<file path="src/siu_pkg.sv">
// Package for the exception and low-power control unit.
// Assumes one clock domain (pclk) and an APB slave register port.
package siu_pkg;
    // Register byte offsets
    localparam logic [7:0] SIU_OFF_BWS = 8'h00; // break_wait_status
    localparam logic [7:0] SIU_OFF_RSS = 8'h04; // reset_source_status
    localparam logic [7:0] SIU_OFF_BFC = 8'h08; // break_flag_control
    localparam logic [7:0] SIU_OFF_CFG = 8'h0C; // configuration bits
    localparam logic [7:0] SIU_OFF_ST = 8'h10; // live state
    // Field positions
    localparam int SIU_BW_BIT = 1; // break_wait_flag
    localparam int SIU_BCE_BIT = 0; // break_clear_enable
    localparam int SIU_CFG_SSR = 0; // short_stop_recovery
    localparam int SIU_CFG_WDD = 1; // watchdog_disable
    // Reset source bit positions
    localparam int SIU_RS_LVI = 1;
    localparam int SIU_RS_ADR = 2;
    localparam int SIU_RS_OPC = 3;
    localparam int SIU_RS_WDG = 4;
    localparam int SIU_RS_PIN = 6;
    localparam int SIU_RS_POR = 7;
    // Reset values
    localparam logic [7:0] SIU_RSS_RESET = 8'h80;
    localparam logic [1:0] SIU_CFG_RESET = 2'h0;
    // Recovery timing in crystal cycles
    localparam int SIU_REC_LONG = 4096;
    localparam int SIU_REC_SHORT = 32;
    // Controller states, Gray along run, stack, wait, stop, recover
    typedef enum logic [2:0] {
        SIU_RUN = 3'b000,
        SIU_STACK = 3'b001,
        SIU_WAIT = 3'b011,
        SIU_STOP = 3'b010,
        SIU_RECOV = 3'b110
    } siu_state_t;
endpackage

</file>
<file path="src/siu_ctrl.sv">
// Exception, break and low-power controller for a small 8-bit core.
// Assumes the core reports instruction boundaries and special opcodes as pclk
// pulses, xtal_tick marks crystal cycles, reset causes are pclk-domain levels.
//
// What this block does
// - Service interrupts only at instruction end
// - Enter when mask clear and source enabled
// - Highest priority pending source wins
// - Pending interrupt served before resuming code
// - Index high register never pushed
// - Software interrupt ignores mask bit
// - Software stacks PC, hardware PC minus one
// - Reset beats every interrupt, no arbitration
// - Break forces software-interrupt vector
// - Clearing during break needs enable bit
// - Two-step flags stay protected in break while enable bit clear
// - Wait or stop clears mask, stops core
// - Wait wakes on enabled interrupt, stack next
// - Break exits wait and sets wait flag
// - Watchdog runs in wait when enabled
// - Stop resets counter, gates both clocks
// - Stop exits on interrupt; stack after recovery
// - Recovery 4096 cycles, or 32 if short
// - Counter held until recovery begins
// - Break inactive in stop, state unchanged
// - Break-wait flag cleared by zero write, reset
// - Six source flags, clear on read
// - Each source flag marks last reset
// - Enable bit one allows break clearing
//
// The APB interface to the registers and the register offsets were left to the implementer.
`timescale 1ns/1ns
`default_nettype none
module siu_ctrl #(
    parameter int NSRC = 8, // Hardware interrupt sources, bit 0 highest
    parameter int REC_LONG = siu_pkg::SIU_REC_LONG // Long recovery, shorten in sim
) (
    input wire logic pclk,
    input wire logic presetn,
    // APB slave
    input wire logic psel,
    input wire logic penable,
    input wire logic pwrite,
    input wire logic [7:0] paddr,
    input wire logic [31:0] pwdata,
    output logic [31:0] prdata,
    output logic pready,
    output logic pslverr,
    // Core side
    input wire logic instr_end, // Pulse at instruction boundary
    input wire logic swi_exec, // Software interrupt opcode done
    input wire logic wait_exec, // Wait opcode done
    input wire logic stop_exec, // Stop opcode done
    input wire logic rti_exec, // Return-from-interrupt done
    input wire logic mask_bit, // Interrupt mask in condition codes
    input wire logic [NSRC-1:0] irq_pend, // Peripheral requests
    input wire logic [NSRC-1:0] irq_en, // Peripheral enables
    input wire logic break_req, // Break module request
    input wire logic xtal_tick, // One pulse per crystal cycle
    // Reset causes, levels held during reset
    input wire logic por_evt,
    input wire logic pin_rst,
    input wire logic wdg_rst,
    input wire logic opc_rst,
    input wire logic adr_rst,
    input wire logic lvi_rst,
    // Outputs to core and clocking
    output logic int_start, // Pulse: begin stacking
    output logic [3:0] int_vector, // Vector index, 0 = software/break
    output logic stack_pc_minus1, // Hardware entry stacks PC-1
    output logic stack_index_high, // Always low: index high not pushed
    output logic mask_clear, // Pulse: clear mask bit
    output logic cpu_clk_en,
    output logic base_clk_en,
    output logic xtal_clk_en,
    output logic break_active,
    output logic break_logic_en,
    output logic flag_clear_allow, // Other modules may clear flags
    output logic watchdog_run,
    output logic wdg_disable_cfg
);
    localparam int CW = 13;
    localparam logic [CW-1:0] LONG_N = CW'(REC_LONG - 1);
    localparam logic [CW-1:0] SHORT_N = CW'(siu_pkg::SIU_REC_SHORT - 1);

    // Priority encoder; lowest index is highest priority
    function automatic logic [3:0] pick(input logic [NSRC-1:0] r);
        pick = 4'h0;
        for (int i = NSRC - 1; i >= 0; i--)
        begin
            if (r[i])
            begin
                pick = 4'(i + 1);
            end
        end
    endfunction

    // All state in one record
    typedef struct packed {
        siu_pkg::siu_state_t st;
        logic [CW-1:0] cnt;
        logic [1:0] cfg;
        logic bce;
        logic bw;
        logic [7:0] rss;
        logic brk;
        logic [NSRC-1:0] req_s1;
        logic [NSRC-1:0] req_s2;
        logic brk_s1;
        logic brk_s2;
        logic rst_seen;
        logic [31:0] prdata;
        logic pready;
        logic pslverr;
        logic int_start;
        logic [3:0] vec;
        logic pcm1;
        logic mclr;
    } siu_reg_t;

    siu_reg_t r;
    siu_reg_t next_r;
    logic [NSRC-1:0] live;
    logic [5:0] cause;
    logic rd_rss;
    logic acc;
    logic fin; // Access phase with pready seen high
    logic bw_set; // Break woke the core this cycle

    // Next-state logic
    always_comb
    begin
        next_r = r;
        next_r.int_start = 1'b0;
        next_r.mclr = 1'b0;
        next_r.pready = 1'b0;
        next_r.pslverr = 1'b0;
        // Pending requests pass two flops since peripherals may be async
        next_r.req_s1 = irq_pend & irq_en;
        next_r.req_s2 = r.req_s1;
        next_r.brk_s1 = break_req;
        next_r.brk_s2 = r.brk_s1;
        live = r.req_s2;
        cause = {por_evt, pin_rst, wdg_rst, opc_rst, adr_rst, lvi_rst};
        acc = psel && penable && !r.pready;
        fin = psel && penable && r.pready;
        bw_set = 1'b0;
        // Clear on read only once the master has taken the data
        rd_rss = fin && !pwrite && paddr == siu_pkg::SIU_OFF_RSS;
        // Reset causes latch once per reset episode
        next_r.rst_seen = |cause;
        if (|cause && !r.rst_seen)
        begin
            if (por_evt)
            begin
                next_r.rss = siu_pkg::SIU_RSS_RESET;
            end
            else
            begin
                next_r.rss[siu_pkg::SIU_RS_PIN] = r.rss[siu_pkg::SIU_RS_PIN] | pin_rst;
                next_r.rss[siu_pkg::SIU_RS_WDG] = r.rss[siu_pkg::SIU_RS_WDG] | wdg_rst;
                next_r.rss[siu_pkg::SIU_RS_OPC] = r.rss[siu_pkg::SIU_RS_OPC] | opc_rst;
                next_r.rss[siu_pkg::SIU_RS_ADR] = r.rss[siu_pkg::SIU_RS_ADR] | adr_rst;
                next_r.rss[siu_pkg::SIU_RS_LVI] = r.rss[siu_pkg::SIU_RS_LVI] | lvi_rst;
            end
        end
        else if (rd_rss)
        begin
            next_r.rss = 8'h00;
        end
        // Any reset cause aborts everything else
        if (|cause)
        begin
            next_r.st = siu_pkg::SIU_RUN;
            next_r.bw = 1'b0;
            next_r.brk = 1'b0;
            next_r.cnt = '0;
        end
        else
        begin
            case (r.st)
                siu_pkg::SIU_RUN:
                begin
                    // Decisions only at boundaries
                    if (instr_end)
                    begin
                        if (r.brk_s2)
                        begin
                            next_r.st = siu_pkg::SIU_STACK;
                            next_r.vec = 4'h0;
                            next_r.pcm1 = 1'b1;
                            next_r.brk = 1'b1;
                        end
                        else if (swi_exec)
                        begin
                            next_r.st = siu_pkg::SIU_STACK;
                            next_r.vec = 4'h0;
                            next_r.pcm1 = 1'b0;
                        end
                        else if (stop_exec)
                        begin
                            next_r.st = siu_pkg::SIU_STOP;
                            next_r.cnt = '0;
                            next_r.mclr = 1'b1;
                        end
                        else if (wait_exec)
                        begin
                            next_r.st = siu_pkg::SIU_WAIT;
                            next_r.mclr = 1'b1;
                        end
                        // After a return this boundary serves the next pending one
                        else if (!mask_bit && |live)
                        begin
                            next_r.st = siu_pkg::SIU_STACK;
                            next_r.vec = pick(live);
                            next_r.pcm1 = 1'b1;
                        end
                    end
                    if (rti_exec)
                    begin
                        next_r.brk = 1'b0;
                    end
                end
                siu_pkg::SIU_STACK:
                begin
                    next_r.int_start = 1'b1;
                    next_r.st = siu_pkg::SIU_RUN;
                end
                siu_pkg::SIU_WAIT:
                begin
                    // Mask is cleared on entry, so any enabled request wakes
                    if (r.brk_s2)
                    begin
                        next_r.bw = 1'b1;
                        bw_set = 1'b1;
                        next_r.brk = 1'b1;
                        next_r.vec = 4'h0;
                        next_r.pcm1 = 1'b1;
                        next_r.st = siu_pkg::SIU_STACK;
                    end
                    else if (|live)
                    begin
                        next_r.vec = pick(live);
                        next_r.pcm1 = 1'b1;
                        next_r.st = siu_pkg::SIU_STACK;
                    end
                end
                siu_pkg::SIU_STOP:
                begin
                    next_r.cnt = '0;
                    if (|live)
                    begin
                        next_r.vec = pick(live);
                        next_r.pcm1 = 1'b1;
                        next_r.st = siu_pkg::SIU_RECOV;
                    end
                end
                siu_pkg::SIU_RECOV:
                begin
                    // Counts crystal cycles; choice sampled each cycle
                    if (xtal_tick)
                    begin
                        if (r.cnt >= (r.cfg[siu_pkg::SIU_CFG_SSR] ? SHORT_N : LONG_N))
                        begin
                            next_r.st = siu_pkg::SIU_STACK;
                            next_r.cnt = '0;
                        end
                        else
                        begin
                            next_r.cnt = r.cnt + 1'b1;
                        end
                    end
                end
                default:
                begin
                    next_r.st = siu_pkg::SIU_RUN;
                end
            endcase
        end
        // Register reads, one wait state
        if (acc)
        begin
            next_r.pready = 1'b1;
            next_r.prdata = 32'h0000_0000;
            case (paddr)
                siu_pkg::SIU_OFF_BWS:
                begin
                    next_r.prdata[siu_pkg::SIU_BW_BIT] = r.bw;
                end
                siu_pkg::SIU_OFF_RSS:
                begin
                    next_r.prdata[7:0] = r.rss;
                end
                siu_pkg::SIU_OFF_BFC:
                begin
                    next_r.prdata[siu_pkg::SIU_BCE_BIT] = r.bce;
                end
                siu_pkg::SIU_OFF_CFG:
                begin
                    next_r.prdata[1:0] = r.cfg;
                end
                siu_pkg::SIU_OFF_ST:
                begin
                    next_r.prdata[3:0] = {r.brk, r.st};
                end
                default:
                begin
                    next_r.pslverr = 1'b1;
                end
            endcase
        end
        // Writes land only at the edge where pready is seen high
        if (fin && pwrite)
        begin
            case (paddr)
                siu_pkg::SIU_OFF_BWS:
                begin
                    // Zero write clears; a break event in the same cycle wins
                    if (!pwdata[siu_pkg::SIU_BW_BIT] && !bw_set)
                    begin
                        next_r.bw = 1'b0;
                    end
                end
                siu_pkg::SIU_OFF_BFC:
                begin
                    next_r.bce = pwdata[siu_pkg::SIU_BCE_BIT];
                end
                siu_pkg::SIU_OFF_CFG:
                begin
                    next_r.cfg = pwdata[1:0];
                end
                default:
                begin
                    next_r.cfg = r.cfg;
                end
            endcase
        end
    end

    // State register
    always_ff @(posedge pclk or negedge presetn)
    begin
        if (!presetn)
        begin
            r <= '0;
            r.rss <= siu_pkg::SIU_RSS_RESET;
            r.cfg <= siu_pkg::SIU_CFG_RESET;
        end
        else
        begin
            r <= next_r;
        end
    end

    // Outputs straight from flops, index high tied low
    assign prdata = r.prdata;
    assign pready = r.pready;
    assign pslverr = r.pslverr;
    assign int_start = r.int_start;
    assign int_vector = r.vec;
    assign stack_pc_minus1 = r.pcm1;
    assign stack_index_high = 1'b0;
    assign mask_clear = r.mclr;
    // Core stopped in wait, stop and recovery
    assign cpu_clk_en = r.st == siu_pkg::SIU_RUN || r.st == siu_pkg::SIU_STACK;
    assign base_clk_en = r.st != siu_pkg::SIU_STOP && r.st != siu_pkg::SIU_RECOV;
    assign xtal_clk_en = r.st != siu_pkg::SIU_STOP;
    assign break_active = r.brk;
    // Recovery still counts as stop, so break stays off until stacking
    assign break_logic_en = r.st != siu_pkg::SIU_STOP && r.st != siu_pkg::SIU_RECOV;
    // Two-step flags rely on the same gate, so protection holds in break only while bce is 0
    assign flag_clear_allow = !r.brk || r.bce;
    assign watchdog_run = !r.cfg[siu_pkg::SIU_CFG_WDD] && r.st != siu_pkg::SIU_STOP;
    assign wdg_disable_cfg = r.cfg[siu_pkg::SIU_CFG_WDD];
endmodule // siu_ctrl
`default_nettype wire

</file>
<file path="config.mk">
export PLATFORM = sky130hd
export DESIGN_NAME = siu_ctrl
export DESIGN_NICKNAME = d
export VERILOG_FILES = /design/src/siu_pkg.sv /design/src/siu_ctrl.sv
export SDC_FILE = /design/constraint.sdc
export NUM_CORES = 1
export LEC_CHECK = 0
export ABC_AREA = 1
export BUFFER_PORTS_ARGS = -buffer_cell sky130_fd_sc_hd__buf_4
export CORE_UTILIZATION = 50
export DETAILED_ROUTE_END_ITERATION = 10
export HOLD_SLACK_MARGIN = 0.08
export PLACE_DENSITY = 0.79
export SYNTH_ARGS = -nofsm -noshare
export SYNTH_HDL_FRONTEND = slang
export SYNTH_SLANG_ARGS = --single-unit
export TNS_END_PERCENT = 100
</file>
<file path="constraint.sdc">
create_clock -name pclk -period 2.4 [get_ports pclk]
set_input_delay 0.36 -clock pclk [delete_from_list [all_inputs] [get_ports pclk]]
set_output_delay 0.36 -clock pclk [all_outputs]
set_load 0.1 [all_outputs]
</file>
==> qor.yml, run 1 <==
sta:
  timing.fmax_mhz: 489
  slew_headroom_pct: 50.4
  final.min_clock_period_ps: 2050
  tightest_slew_ps: 744
  clock_skew_ps: 4.50
  fin_crit_sh_pct: 85.2
  drv_slew: 0
  rsz0062_at_grt: "false"
  hold_viol: 0
  setup-tns-final_ps: 0
  finalSetupViolCount: 0
floorplanning:
  dieHeight_um: 87.1
  die_x_um: 87.1
  rows: 30
  core_um2: 6910
  start_util_pct: 52.4
  boundaryPins: 125
  die_area_um2: 7580
cells_and_area:
  multi_input_area_um2: 1610
  fill_cells: 621
  final_cells: 634
  drive_above_1_share_pct: 21.2
  antenna_cells: 0
  regArea_um2: 1550
  area_delta_synth_final_pct: 18.3
  nNetsFinal: 616
power_and_ir_drop:
  p_leak_nw: 2.26
  power_density_nw_per_um2: 638
  peakVddDrop_uv: 429
setup_path:
  critPathMaxStageDelay_ps: 480
  r2r_start: "r[71]"
  cp-end-kind: "output pin"
  critical_path.top_delay_family: "buffers and inverters"
  critPathBufInv: 3
  rrSetupSlack_ps: 460
  reg2reg_depth: 9
  critical_path_class: "flip-flop to output pin"
  crit_chain: "inv_2 -> nand2_2 -> nor2_1 -> inv_1 -> buf_4"
  cp.arrival_ps: 1690
  reg2reg_to: "r[88]"
  cp-start-kind: "flip-flop"
  slowest_stage: "dfrtp_1"
  crit_required_ps: 2040
  crit_fanout: 6
drt:
  route.antenna.remaining_nets: 0
  drt_pass1_iterations: 4
  routed_wl_um: 7310
  wl_per_cell_um: 11.5
  drc: 0
  vias: 3108
  viasPerCell: 4.90
  drt_iter0_markers: 145
grt:
  grt_antenna_before_repair: 0
  grt_max_degree: 63
  grt_pass1_vias: 2929
  gr-usage-all-layers_pct: 21.5
  grt_pass1_wl_um: 12600
  grt_overflow: 0
logic_synthesis:
  syn_area_per_cell_um2: 7.70
  seq_area_frac_synth_pct: 42.9
  netlist_instances: 470
  synth_cell_type_count: 37
  synth-seq-cells: 62
  ys_warn_count: 0
  netlist_area_um2: 3620
placed_design:
  gp_congestion: 0.856
  numPortBuffers: 68
  dp.cells: 618
  hpwl_um: 5560
clock_network:
  tritoncts: "built"
  clock_sinks: 62
  cts_setup_buffers: 0
  htree_num_levels: 3
  clockRootBuffer: "clkbuf_8"
  ctsResizeCount: 0
  insertion_delay_ps: 340
  cts_buffers: 9
  clk_pin_slew_ps: 70
  cts.path.max_buffers: 2
  ctsHoldBuffers: 0
hold_path:
  hp-class: "input port to asynchronous set/reset pin"
run:
  drv_cap: 0
outcome:
  status: "completed"
-- registers in the layout (all words and copies together), names as in the netlist --
register,flops
int_vector,4
next_r,9
pslverr,1
live,8
int_start,1
r,27
mask_clear,1
stack_pc_minus1,1
wdg_disable_cfg,1
prdata,7
break_active,1
pready,1
-- Yosys cell counts --
| cell type | instances | area share (%) |
|---|---|---|
| nand3_2 | 3 | 0.83 |
| or2_2 | 1 | 0.17 |
| nor3_1 | 7 | 0.97 |
| nand3b_1 | 2 | 0.41 |
| nand4_1 | 9 | 1.6 |
| nand2_2 | 3 | 0.52 |
| o32ai_1 | 1 | 0.24 |
| nand2_1 | 107 | 11 |
| nor3_2 | 2 | 0.55 |
| nor4_1 | 1 | 0.17 |
| conb_1 | 1 | 0.10 |
| inv_2 | 6 | 0.62 |
| nor2_1 | 53 | 5.5 |
| o21ai_0 | 21 | 2.9 |
| a31oi_1 | 2 | 0.35 |
| nor2_4 | 4 | 1.2 |
| nor2_2 | 5 | 0.86 |
| buf_6 | 2 | 0.62 |
| nor4_2 | 1 | 0.35 |
| dfstp_2 | 1 | 0.73 |
| clkbuf_1 | 1 | 0.10 |
| o31ai_1 | 3 | 0.62 |
| inv_1 | 57 | 5.9 |
| a211oi_1 | 2 | 0.41 |
| dfrtp_1 | 61 | 42 |
| o21bai_1 | 2 | 0.41 |
| ha_1 | 8 | 2.8 |
| a21o_1 | 1 | 0.21 |
| a21oi_1 | 22 | 3.0 |
| o21ai_1 | 4 | 0.55 |
| nand3_1 | 32 | 4.4 |
| a21oi_2 | 1 | 0.24 |
| buf_4 | 39 | 8.1 |
| xnor2_1 | 1 | 0.24 |
| o21ai_2 | 1 | 0.24 |
| nand2_4 | 1 | 0.31 |
| nor3b_1 | 2 | 0.41 |
-- final cells by class --
cell class	count	area share, %
repair buffers	69	12.1
multi-input cells	328	37.7
clock buffers	12	3.39
clock inverters	4	2.22
well taps	96	2.81
flip-flops and latches	62	36.3
inverters	63	5.52
-- stage by stage --
step | util (%) | cell area, µm² | hold slack, ps | power, W | setup WS [ps]
finish | 62.0 | 4280 | 86.0 | 0.00273 | 354
global route | 62.0 | 4280 | 115 | 0.00283 | 209
CTS | 62.0 | 4280 | 115 | 0.00275 | 352
detailed placement | 58.5 | 4040 | 335 | 0.00164 | 457
global placement | 58.5 | 4040 | 332 | 0.00163 | 473
floorplan | - | 3720 | 64.4 | 0.00156 | 217
-- layer usage --
| metal | vias to the layer above | wire length (µm) | share of wire [%] | GRT usage [%] |
|---|---|---|---|---|
| met2 | 118 | 3440 | 47 | 36.5 |
| met3 | 14 | 474 | 6.5 | 4.27 |
| met5 | - | 0 | 0 | 0 |
| met4 | 0 | 132 | 1.8 | 9.55 |
| met1 | 1403 | 3260 | 45 | 26.5 |
| li1 | 1573 | - | - | - |
-- cell families (layout without fill, tap and decap cells) --
kind of cell,count (synthesis),after routing,synth area share (%)
other,1,26,0.104
xor gates and xnor gates,1,1,0.242
adders and majority gates,8,8,2.77
buffers and inverters,105,148,15.4
and+or+nand+nor,233,233,29.4
AOI/OAI and AO/OA,60,60,9.23
DFF,62,62,42.9
-- power by group --
part / internal, W / leakage [nW] / switching (W)
combinational: 0.000102 / 1.33 / 0.000400
clock: 0.000718 / 0.121 / 0.000396
sequential: 0.00110 / 0.809 / 0.0000228
total: 0.00192 / 2.26 / 0.000819
-- worst reg2reg max path, delay by kind of cell, from the launching register on --
| family | cells | cell delay, ps |
|---|---|---|
| AOI/OAI and AO/OA | 2 | 340 |
| adders and majority gates | 1 | 380 |
| DFF | 1 | 500 |
| and+or+nand+nor | 6 | 620 |
-- layout by cell type, fill, tap and decap left out, types with 5 or more instances in the layout --
| cell type | instances |
|---|---|
| nand3_1 | 32 |
| dfrtp_1 | 61 |
| conb_1 | 26 |
| nor3_1 | 7 |
| nor2_2 | 5 |
| nand2_1 | 106 |
| nor2_4 | 5 |
| inv_1 | 57 |
| a21oi_1 | 22 |
| nand4_1 | 9 |
| inv_2 | 6 |
| nor2_1 | 52 |
| clkbuf_8 | 10 |
| buf_4 | 69 |
| ha_1 | 8 |
| o21ai_0 | 21 |
-- how the worst max path moves through the flow --
stage                        from          end  slack [ps]  depth (start not counted)
after global routing        r[71]        r[88]         210                          9
after CTS                   r[86]  xtal_clk_en         350                          5
after floorplan             r[86]        r[87]         220                          7
after detailed placement  lvi_rst        r[78]         460                         10
after global placement    opc_rst        r[78]         470                         10
final                       r[86]  xtal_clk_en         350                          5
Note: power is estimated with default switching activity, not from simulation.
==> run 2: changes to the inputs <==
BUFFER_PORTS_ARGS = default   (was -buffer_cell sky130_fd_sc_hd__buf_4)
DONT_BUFFER_PORTS = 1   (was default)
PLACE_DENSITY = 0.64   (was 0.79)
==> run 2 against run 1 <==
  * Largest cell class unchanged
  * Highest routed layer unchanged
  * Hold slack better by 22 ps
  * Die area did not move
  * Clock skew increased by 4.5 ps
  * Clock-buffer cell count down 2
  * Flip-flop and latch count stayed put
  * First-iteration DRC count is 11% lower
  * Combinational power shrank 28%
  * Maximum frequency up 2.7%
  * Core utilization decreased by 5.7 points
  * Via count fell by 7.9%
==> qor.yml, run 2 (same netlist as run 1, synthesis figures left out) <==
outcome:
  status: "completed"  # unchanged
power_and_ir_drop:
  pwr-share-clk_pct: 37.9  # was 40.7%
  power_frac_comb_pct: 14.5  # was 18.4%
  p_sw_share_pct: 33.5  # was 29.9%
  power_density_nw_per_um2: 641  # was 638 nW/µm²
  power_switching_w: 0.000835  # was 0.000819 W
  p_seq_share_pct: 47.6  # was 40.9%
  power.internal_w: 0.00166  # was 0.00192 W
  peakVddDrop_uv: 378  # was 429 µV
  total_power_w: 0.00249  # was 0.00273 W
  p_leak_nw: 1.98  # was 2.26 nW
setup_path:
  cp-start-kind: "flip-flop"  # unchanged
  crit_fanout: 6  # unchanged
  reg2reg_to: "r[88]"  # unchanged
  crit_chain: "inv_2 -> nand2_2 -> nor2_1 -> inv_1 -> buf_12"  # was inv_2 -> nand2_2 -> nor2_1 -> inv_1 -> buf_4
  cp.arrival_ps: 1630  # was 1690 ps
  r2r_start: "r[71]"  # unchanged
  reg2reg_depth: 9  # unchanged
  rrSetupSlack_ps: 440  # was 460 ps
  crit_required_ps: 2040  # about the same
  slowest_stage: "dfrtp_1"  # unchanged
  critical_path_class: "flip-flop to output pin"  # unchanged
  cp-end-kind: "output pin"  # unchanged
  worstSetupStartpoint: "r[86]"  # unchanged
  critPathMaxStageDelay_ps: 470  # was 480 ps
clock_network:
  ctsResizeCount: 0  # unchanged
  tritoncts: "built"  # unchanged
  cts.path.max_buffers: 2  # unchanged
  clockRootBuffer: "clkbuf_8"  # unchanged
  ctsHoldBuffers: 3  # was 0
  clock_sinks: 62  # unchanged
  cts_buffers: 9  # unchanged
  clk_pin_slew_ps: 80  # was 70 ps
  htree_num_levels: 3  # unchanged
  insertion_delay_ps: 340  # about the same
  cts_setup_buffers: 0  # unchanged
cells_and_area:
  final_common_cell: "nand2_1"  # unchanged
  layout_common_cells: "106 x nand2_1, 61 x dfrtp_1, 57 x inv_1"  # was 106 x nand2_1, 69 x buf_4, 61 x dfrtp_1
  final_cells: 579  # was 634
  drive_above_1_share_pct: 12.4  # was 21.2%
  area_delta_synth_final_pct: 7.50  # was 18.3%
  antenna_cells: 0  # unchanged
  nNetsFinal: 561  # was 616
  largest_register_ffs: 27  # unchanged
  regMostFlops: "r"  # unchanged
  final_core_util_pct: 56.3  # was 62.0%
drt:
  wl_per_cell_um: 12.0  # was 11.5 µm
  drt_pass1_iterations: 4  # unchanged
  viasPerCell: 4.95  # was 4.90
  drc: 0  # unchanged
  vias: 2864  # was 3108
  routed_wl_um: 6960  # was 7310 µm
  route.antenna.remaining_nets: 0  # unchanged
  drt_iter0_markers: 129  # was 145
floorplanning:
  core_um2: 6910  # unchanged
  die_x_um: 87.1  # unchanged
  dieHeight_um: 87.1  # unchanged
  die_area_um2: 7580  # unchanged
  start_util_pct: 52.4  # unchanged
  rows: 30  # unchanged
  boundaryPins: 125  # unchanged
sta:
  hold_viol: 0  # unchanged
  final.min_clock_period_ps: 1990  # was 2050 ps
  finalSetupViolCount: 0  # unchanged
  fin_crit_sh_pct: 83.0  # was 85.2%
  timing.fmax_mhz: 502  # was 489 MHz
  setup-tns-final_ps: 0  # unchanged
  drv_slew: 0  # unchanged
  slew_headroom_pct: 39.3  # was 50.4%
  tightest_slew_ps: 910  # was 744 ps
  clock_skew_ps: 9.00  # was 4.50 ps
  rsz0062_at_grt: "false"  # unchanged
run:
  drv_cap: 0  # unchanged
placed_design:
  numPortBuffers: 0  # was 68
  dp.cells: 560  # was 618
  hpwl_um: 5290  # was 5560 µm
  gp_congestion: 0.845  # was 0.856
grt:
  grt_max_degree: 63  # unchanged
  grt_pass1_vias: 2560  # was 2929
  gr-usage-all-layers_pct: 20.3  # was 21.5%
  grt_pass1_wl_um: 11500  # was 12600 µm
  grt_overflow: 0  # unchanged
  grt_antenna_before_repair: 0  # unchanged
hold_path:
  hp-class: "input port to flip-flop"  # was input port to asynchronous set/reset pin
  min_from: "irq_en[4]"
  holdPathStages: 2
  holdPathEnd: "next_r[48]"
-- run 2: cell types whose count changed in the layout (fill, tap and decap cells not counted), sizes merged --
cell and change:
buf -57, clkinv +2, clkbuf -2, clkinvlp +2
bufinv -2, dlygate4sd3 +2
-- run 2: final cells by class --
class | count | area [µm²]
Multi-Input combinational cell | 328 | 1620
Clock inverter | 6 | 71.3
Timing Repair Buffer | 14 | 155
Tap cell | 96 | 120
Fill cell | 668 | 3020
Clock buffer | 10 | 138
Inverter | 63 | 236
Sequential cell | 62 | 1550
-- run 2: layer usage --
metal  GRT usage, %  routed length (µm)  part of all wire [%]
met2           32.6                3150                    45
met1           25.2                3180                    46
met5              0                   0                     0
met4           10.3                 125                   1.8
met3           5.21                 498                   7.2
-- run 2: worst max-delay path, delay by kind of cell, from the launching register on --
kind,cells,cell delay (ps)
buffers and inverters,3,500
flip-flops,1,470
AND/OR/NAND/NOR,2,320
-- run 2: how the worst max path moves through the flow --
stage,depth (start not counted),end
floorplan,7,r[87]
global placement,9,r[76]
detailed placement,9,r[85]
CTS,5,xtal_clk_en
global route,9,r[87]
finish,5,xtal_clk_en
-- run 2: power by group through the flow --
| stage | logic (W) | registers [W] | clock network, W |
|---|---|---|---|
| 2_1_floorplan | 0.000402 | 0.00116 | 0 |
| 3_3_place_gp | 0.000332 | 0.00120 | 0 |
| 3_5_place_dp | 0.000335 | 0.00121 | 0 |
| 4_1_cts | 0.000365 | 0.00119 | 0.000971 |
| 5_1_grt | 0.000390 | 0.00119 | 0.00101 |
| 6_report | 0.000363 | 0.00119 | 0.000944 |
-- run 2: per-stage QoR --
step / setup slack (ps) / hold WS (ps) / area [µm²]
finish: 408 / 108 / 3890
global route: 248 / 89.0 / 3890
CTS: 386 / 93.0 / 3890
detailed placement: 402 / 65.7 / 3630
global placement: 441 / 65.7 / 3630
floorplan: 217 / 64.4 / 3720
==> run 3: changes to the inputs <==
ABC_AREA = 0   (was 1)
clock period = 1.9 ns   (was 2.4 ns; I/O delays follow)
==> run 3 against run 2 <==
  * The flow now finishes with violations (setup timing)
  * Combinational power grew 84%
  * Critical path depth grew 2
  * Synthesized area shrank 4.5%
  * First-iteration DRC count grew 14%
  * Critical path type is now flip-flop to flip-flop
  * Largest cell class unchanged
  * Highest routed layer unchanged
==> qor.yml, run 3 <==
power_and_ir_drop:
  p_leak_nw: 2.05  # was 1.98 nW
  power_density_nw_per_um2: 739  # was 641 nW/µm²
  peakVddDrop_uv: 574  # was 378 µV
clock_network:
  clk_pin_slew_ps: 70  # was 80 ps
  cts_buffers: 9  # unchanged
  htree_num_levels: 3  # unchanged
  clock_sinks: 62  # unchanged
  tritoncts: "built"  # unchanged
  clockRootBuffer: "clkbuf_8"  # unchanged
  cts.path.max_buffers: 2  # unchanged
  insertion_delay_ps: 340  # about the same
sta:
  drv_slew: 0  # unchanged
  rsz0062_at_grt: "true"  # was false
  finalSetupViolCount: 9  # was 0
  clock_skew_ps: 11.6  # was 9.00 ps
  setup_ws_ps: -79.3  # was 408 ps
  final.min_clock_period_ps: 1980
  timing.fmax_mhz: 505
  hold_viol: 0  # unchanged
  fin_crit_sh_pct: 104
cells_and_area:
  largest_register_ffs: 27  # unchanged
  layout_common_cells: "59 x dfrtp_1, 59 x buf_4, 26 x conb_1"  # was 106 x nand2_1, 61 x dfrtp_1, 57 x inv_1
  antenna_cells: 0  # unchanged
  area_delta_synth_final_pct: 29.4  # was 7.50%
  drive_above_1_share_pct: 30.6  # was 12.4%
  final_core_util_pct: 68.8  # was 56.3%
  nNetsFinal: 509  # was 561
  fin_area_um2: 4470  # was 3890 µm²
  regMostFlops: "r"  # unchanged
  fill_cells: 489  # was 668
drt:
  route.antenna.remaining_nets: 0  # unchanged
  drt_pass1_iterations: 4  # unchanged
  top_layer: "met4"  # unchanged
  routed_wl_um: 8070  # was 6960 µm
  viasPerCell: 5.50  # was 4.95
  vias: 2792  # was 2864
  drt_iter0_markers: 147  # was 129
  wl_per_cell_um: 15.9  # was 12.0 µm
  dr_wl_met3_um: 291  # was 498 µm
  drc: 0  # unchanged
  met2_length_um: 4200  # was 3150 µm
  m1WireLength_um: 3450  # was 3180 µm
logic_synthesis:
  synth_top_area_share_pct: 44.2  # was 42.2%
  netlist_instances: 346  # was 470
  synth_cell_type_count: 65  # was 37
  yosys-top-cells-count: "61 x dfrtp_1, 38 x buf_4, 25 x nand2_1"  # was 107 x nand2_1, 61 x dfrtp_1, 57 x inv_1
  netlist_area_um2: 3450  # was 3620 µm²
  yosysMostFrequentCell: "dfrtp_1"  # was nand2_1
  synthTopCellsByArea: "dfrtp_1 44%, buf_4 8.3%, ha_1 2.9%, nand2_1 2.7%, nor2_1 2.5%"  # was dfrtp_1 42%, nand2_1 11%, buf_4 8.1%, inv_1 5.9%, nor2_1 5.5%
  synth-seq-cells: 62  # unchanged
  syn_area_per_cell_um2: 9.98  # was 7.70 µm²
  seq_area_frac_synth_pct: 44.9  # was 42.9%
  yosys.area.top_type: "dfrtp_1"  # unchanged
  synthFlopType: "dfrtp_1"  # unchanged
  ys_warn_count: 0  # unchanged
  synth-async-reset-ratio_pct: 100  # unchanged
  synth_edf_count: 0  # unchanged
setup_path:
  reg2reg_to: "r[83]"  # was r[88]
  rrSetupSlack_ps: -80  # was 440 ps
  crit_fanout: 8  # was 6
  crit_chain: "buf_6 -> ha_4 -> a21o_2 -> a2111oi_4 -> buf_6 -> nand2_4 -> o41ai_2"  # was inv_2 -> nand2_2 -> nor2_1 -> inv_1 -> buf_12
  endpoint: "r[83]"  # was xtal_clk_en
  crit_required_ps: 2140  # was 2040 ps
  r2r_start: "r[71]"  # unchanged
  critPathMaxStageDelay_ps: 500  # was 470 ps
  worstSetupStartpoint: "r[71]"  # was r[86]
  cp.arrival_ps: 2220  # was 1630 ps
  critical_path_class: "flip-flop to flip-flop"  # was flip-flop to output pin
  crit_top_cell: "buf_6"
  slowest_stage: "dfrtp_2"  # was dfrtp_1
  cp-end-kind: "flip-flop"  # was output pin
  reg2reg_depth: 7  # was 9
  cp-start-kind: "flip-flop"  # unchanged
floorplanning:
  die_x_um: 85.1  # was 87.1 µm
  boundaryPins: 125  # unchanged
  start_util_pct: 53.2  # was 52.4%
  dieHeight_um: 85.1  # was 87.1 µm
  core_um2: 6490  # was 6910 µm²
  rows: 29  # was 30
  die_area_um2: 7250  # was 7580 µm²
placed_design:
  gp_congestion: 0.877  # was 0.845
  placed_area_um2: 3850  # was 3630 µm²
  hpwl_um: 5410  # was 5290 µm
  numPortBuffers: 0  # unchanged
run:
  drv_cap: 0  # unchanged
grt:
  grt_pass1_wl_um: 13000  # was 11500 µm
  grt_pass1_vias: 2762  # was 2560
  grt_antenna_before_repair: 0  # unchanged
  grt_overflow: 0  # unchanged
  grt_max_degree: 63  # unchanged
  gr-usage-all-layers_pct: 23.2  # was 20.3%
hold_path:
  hp-class: "input port to flip-flop"  # unchanged
outcome:
  status: "finished with violations"  # was completed
  violations: "setup timing"
run 3: through the flow:
step | hold slack, ps | worst slack, ps | TNS [ps] | instances | total power (W)
after floorplan | -10.6 | -232 | -232 | 371 | 0.00202
after global placement | -9.05 | -78.3 | -774 | 460 | 0.00202
after detailed placement | -9.17 | -185 | -1970 | 460 | 0.00203
after CTS | 81.8 | -94.7 | -378 | 502 | 0.00331
after global routing | 82.5 | -131 | -1280 | 508 | 0.00343
final | 94.5 | -79.3 | -405 | 508 | 0.00330
run 3: layer usage:
layer / global-route usage, % / up-vias
li1: - / 1359
met1: 28.3 / 1363
met2: 39.7 / 58
met3: 5.64 / 12
met4: 8.94 / 0
met5: 0 / -
run 3: report_power, final:
part	switching [W]	internal [W]
sequential	0.0000318	0.00138
combinational	0.000528	0.000140
clock	0.000507	0.000712
run 3: cells by family after synthesis:
logic type | Yosys count | synth area share [%]
AND/OR/NAND/NOR | 125 | 20.4
AO/OA/AOI/OAI | 78 | 17.3
buffers and inverters | 62 | 11.3
flip-flops | 62 | 44.9
multiplexers | 10 | 3.04
adder cells (fa/ha/maj) | 8 | 2.90
other | 1 | 0.109
run 3: worst max-delay path: cells and delay by family (launching register included):
kind | cells | cell delay, ps
AO/OA/AOI/OAI | 3 | 720
AND/OR/NAND/NOR | 1 | 110
flip-flops | 1 | 500
adder cells (fa/ha/maj) | 1 | 200
buffers and inverters | 2 | 340
run 3: how the worst min path moves through the flow:
stage                            from            end  cells after the start
after detailed placement      presetn  int_vector[0]                      0
after floorplan               presetn   break_active                      0
after CTS                 irq_pend[2]     next_r[46]                      1
final                         adr_rst          r[63]                      1
after global routing          adr_rst          r[63]                      1
after global placement        presetn  int_vector[3]                      0
run 3: area by class of cell:
cell class	instances	area (µm²)	share of cell area [%]
clock buffer	13	169	3.78
clock inverter	3	42.5	0.952
inverter	17	71.3	1.60
multi-input combinational	247	1750	39.1
sequential	62	1560	34.8
tap	77	96.3	2.16
timing repair buffer	89	787	17.6
run 3: what timing repair did:
| item | 4_1_cts | 5_1_grt |
|---|---|---|
| gates resized for setup | 13 | 10 |
| pin swaps | 5 | 8 |
| setup buffers | 7 | 2 |
| gates cloned | 0 | 0 |
| hold buffers | 19 | 4 |
| hold endpoints to repair | 74 | 4 |
| endpoints found under the setup margin | 22 | 23 |
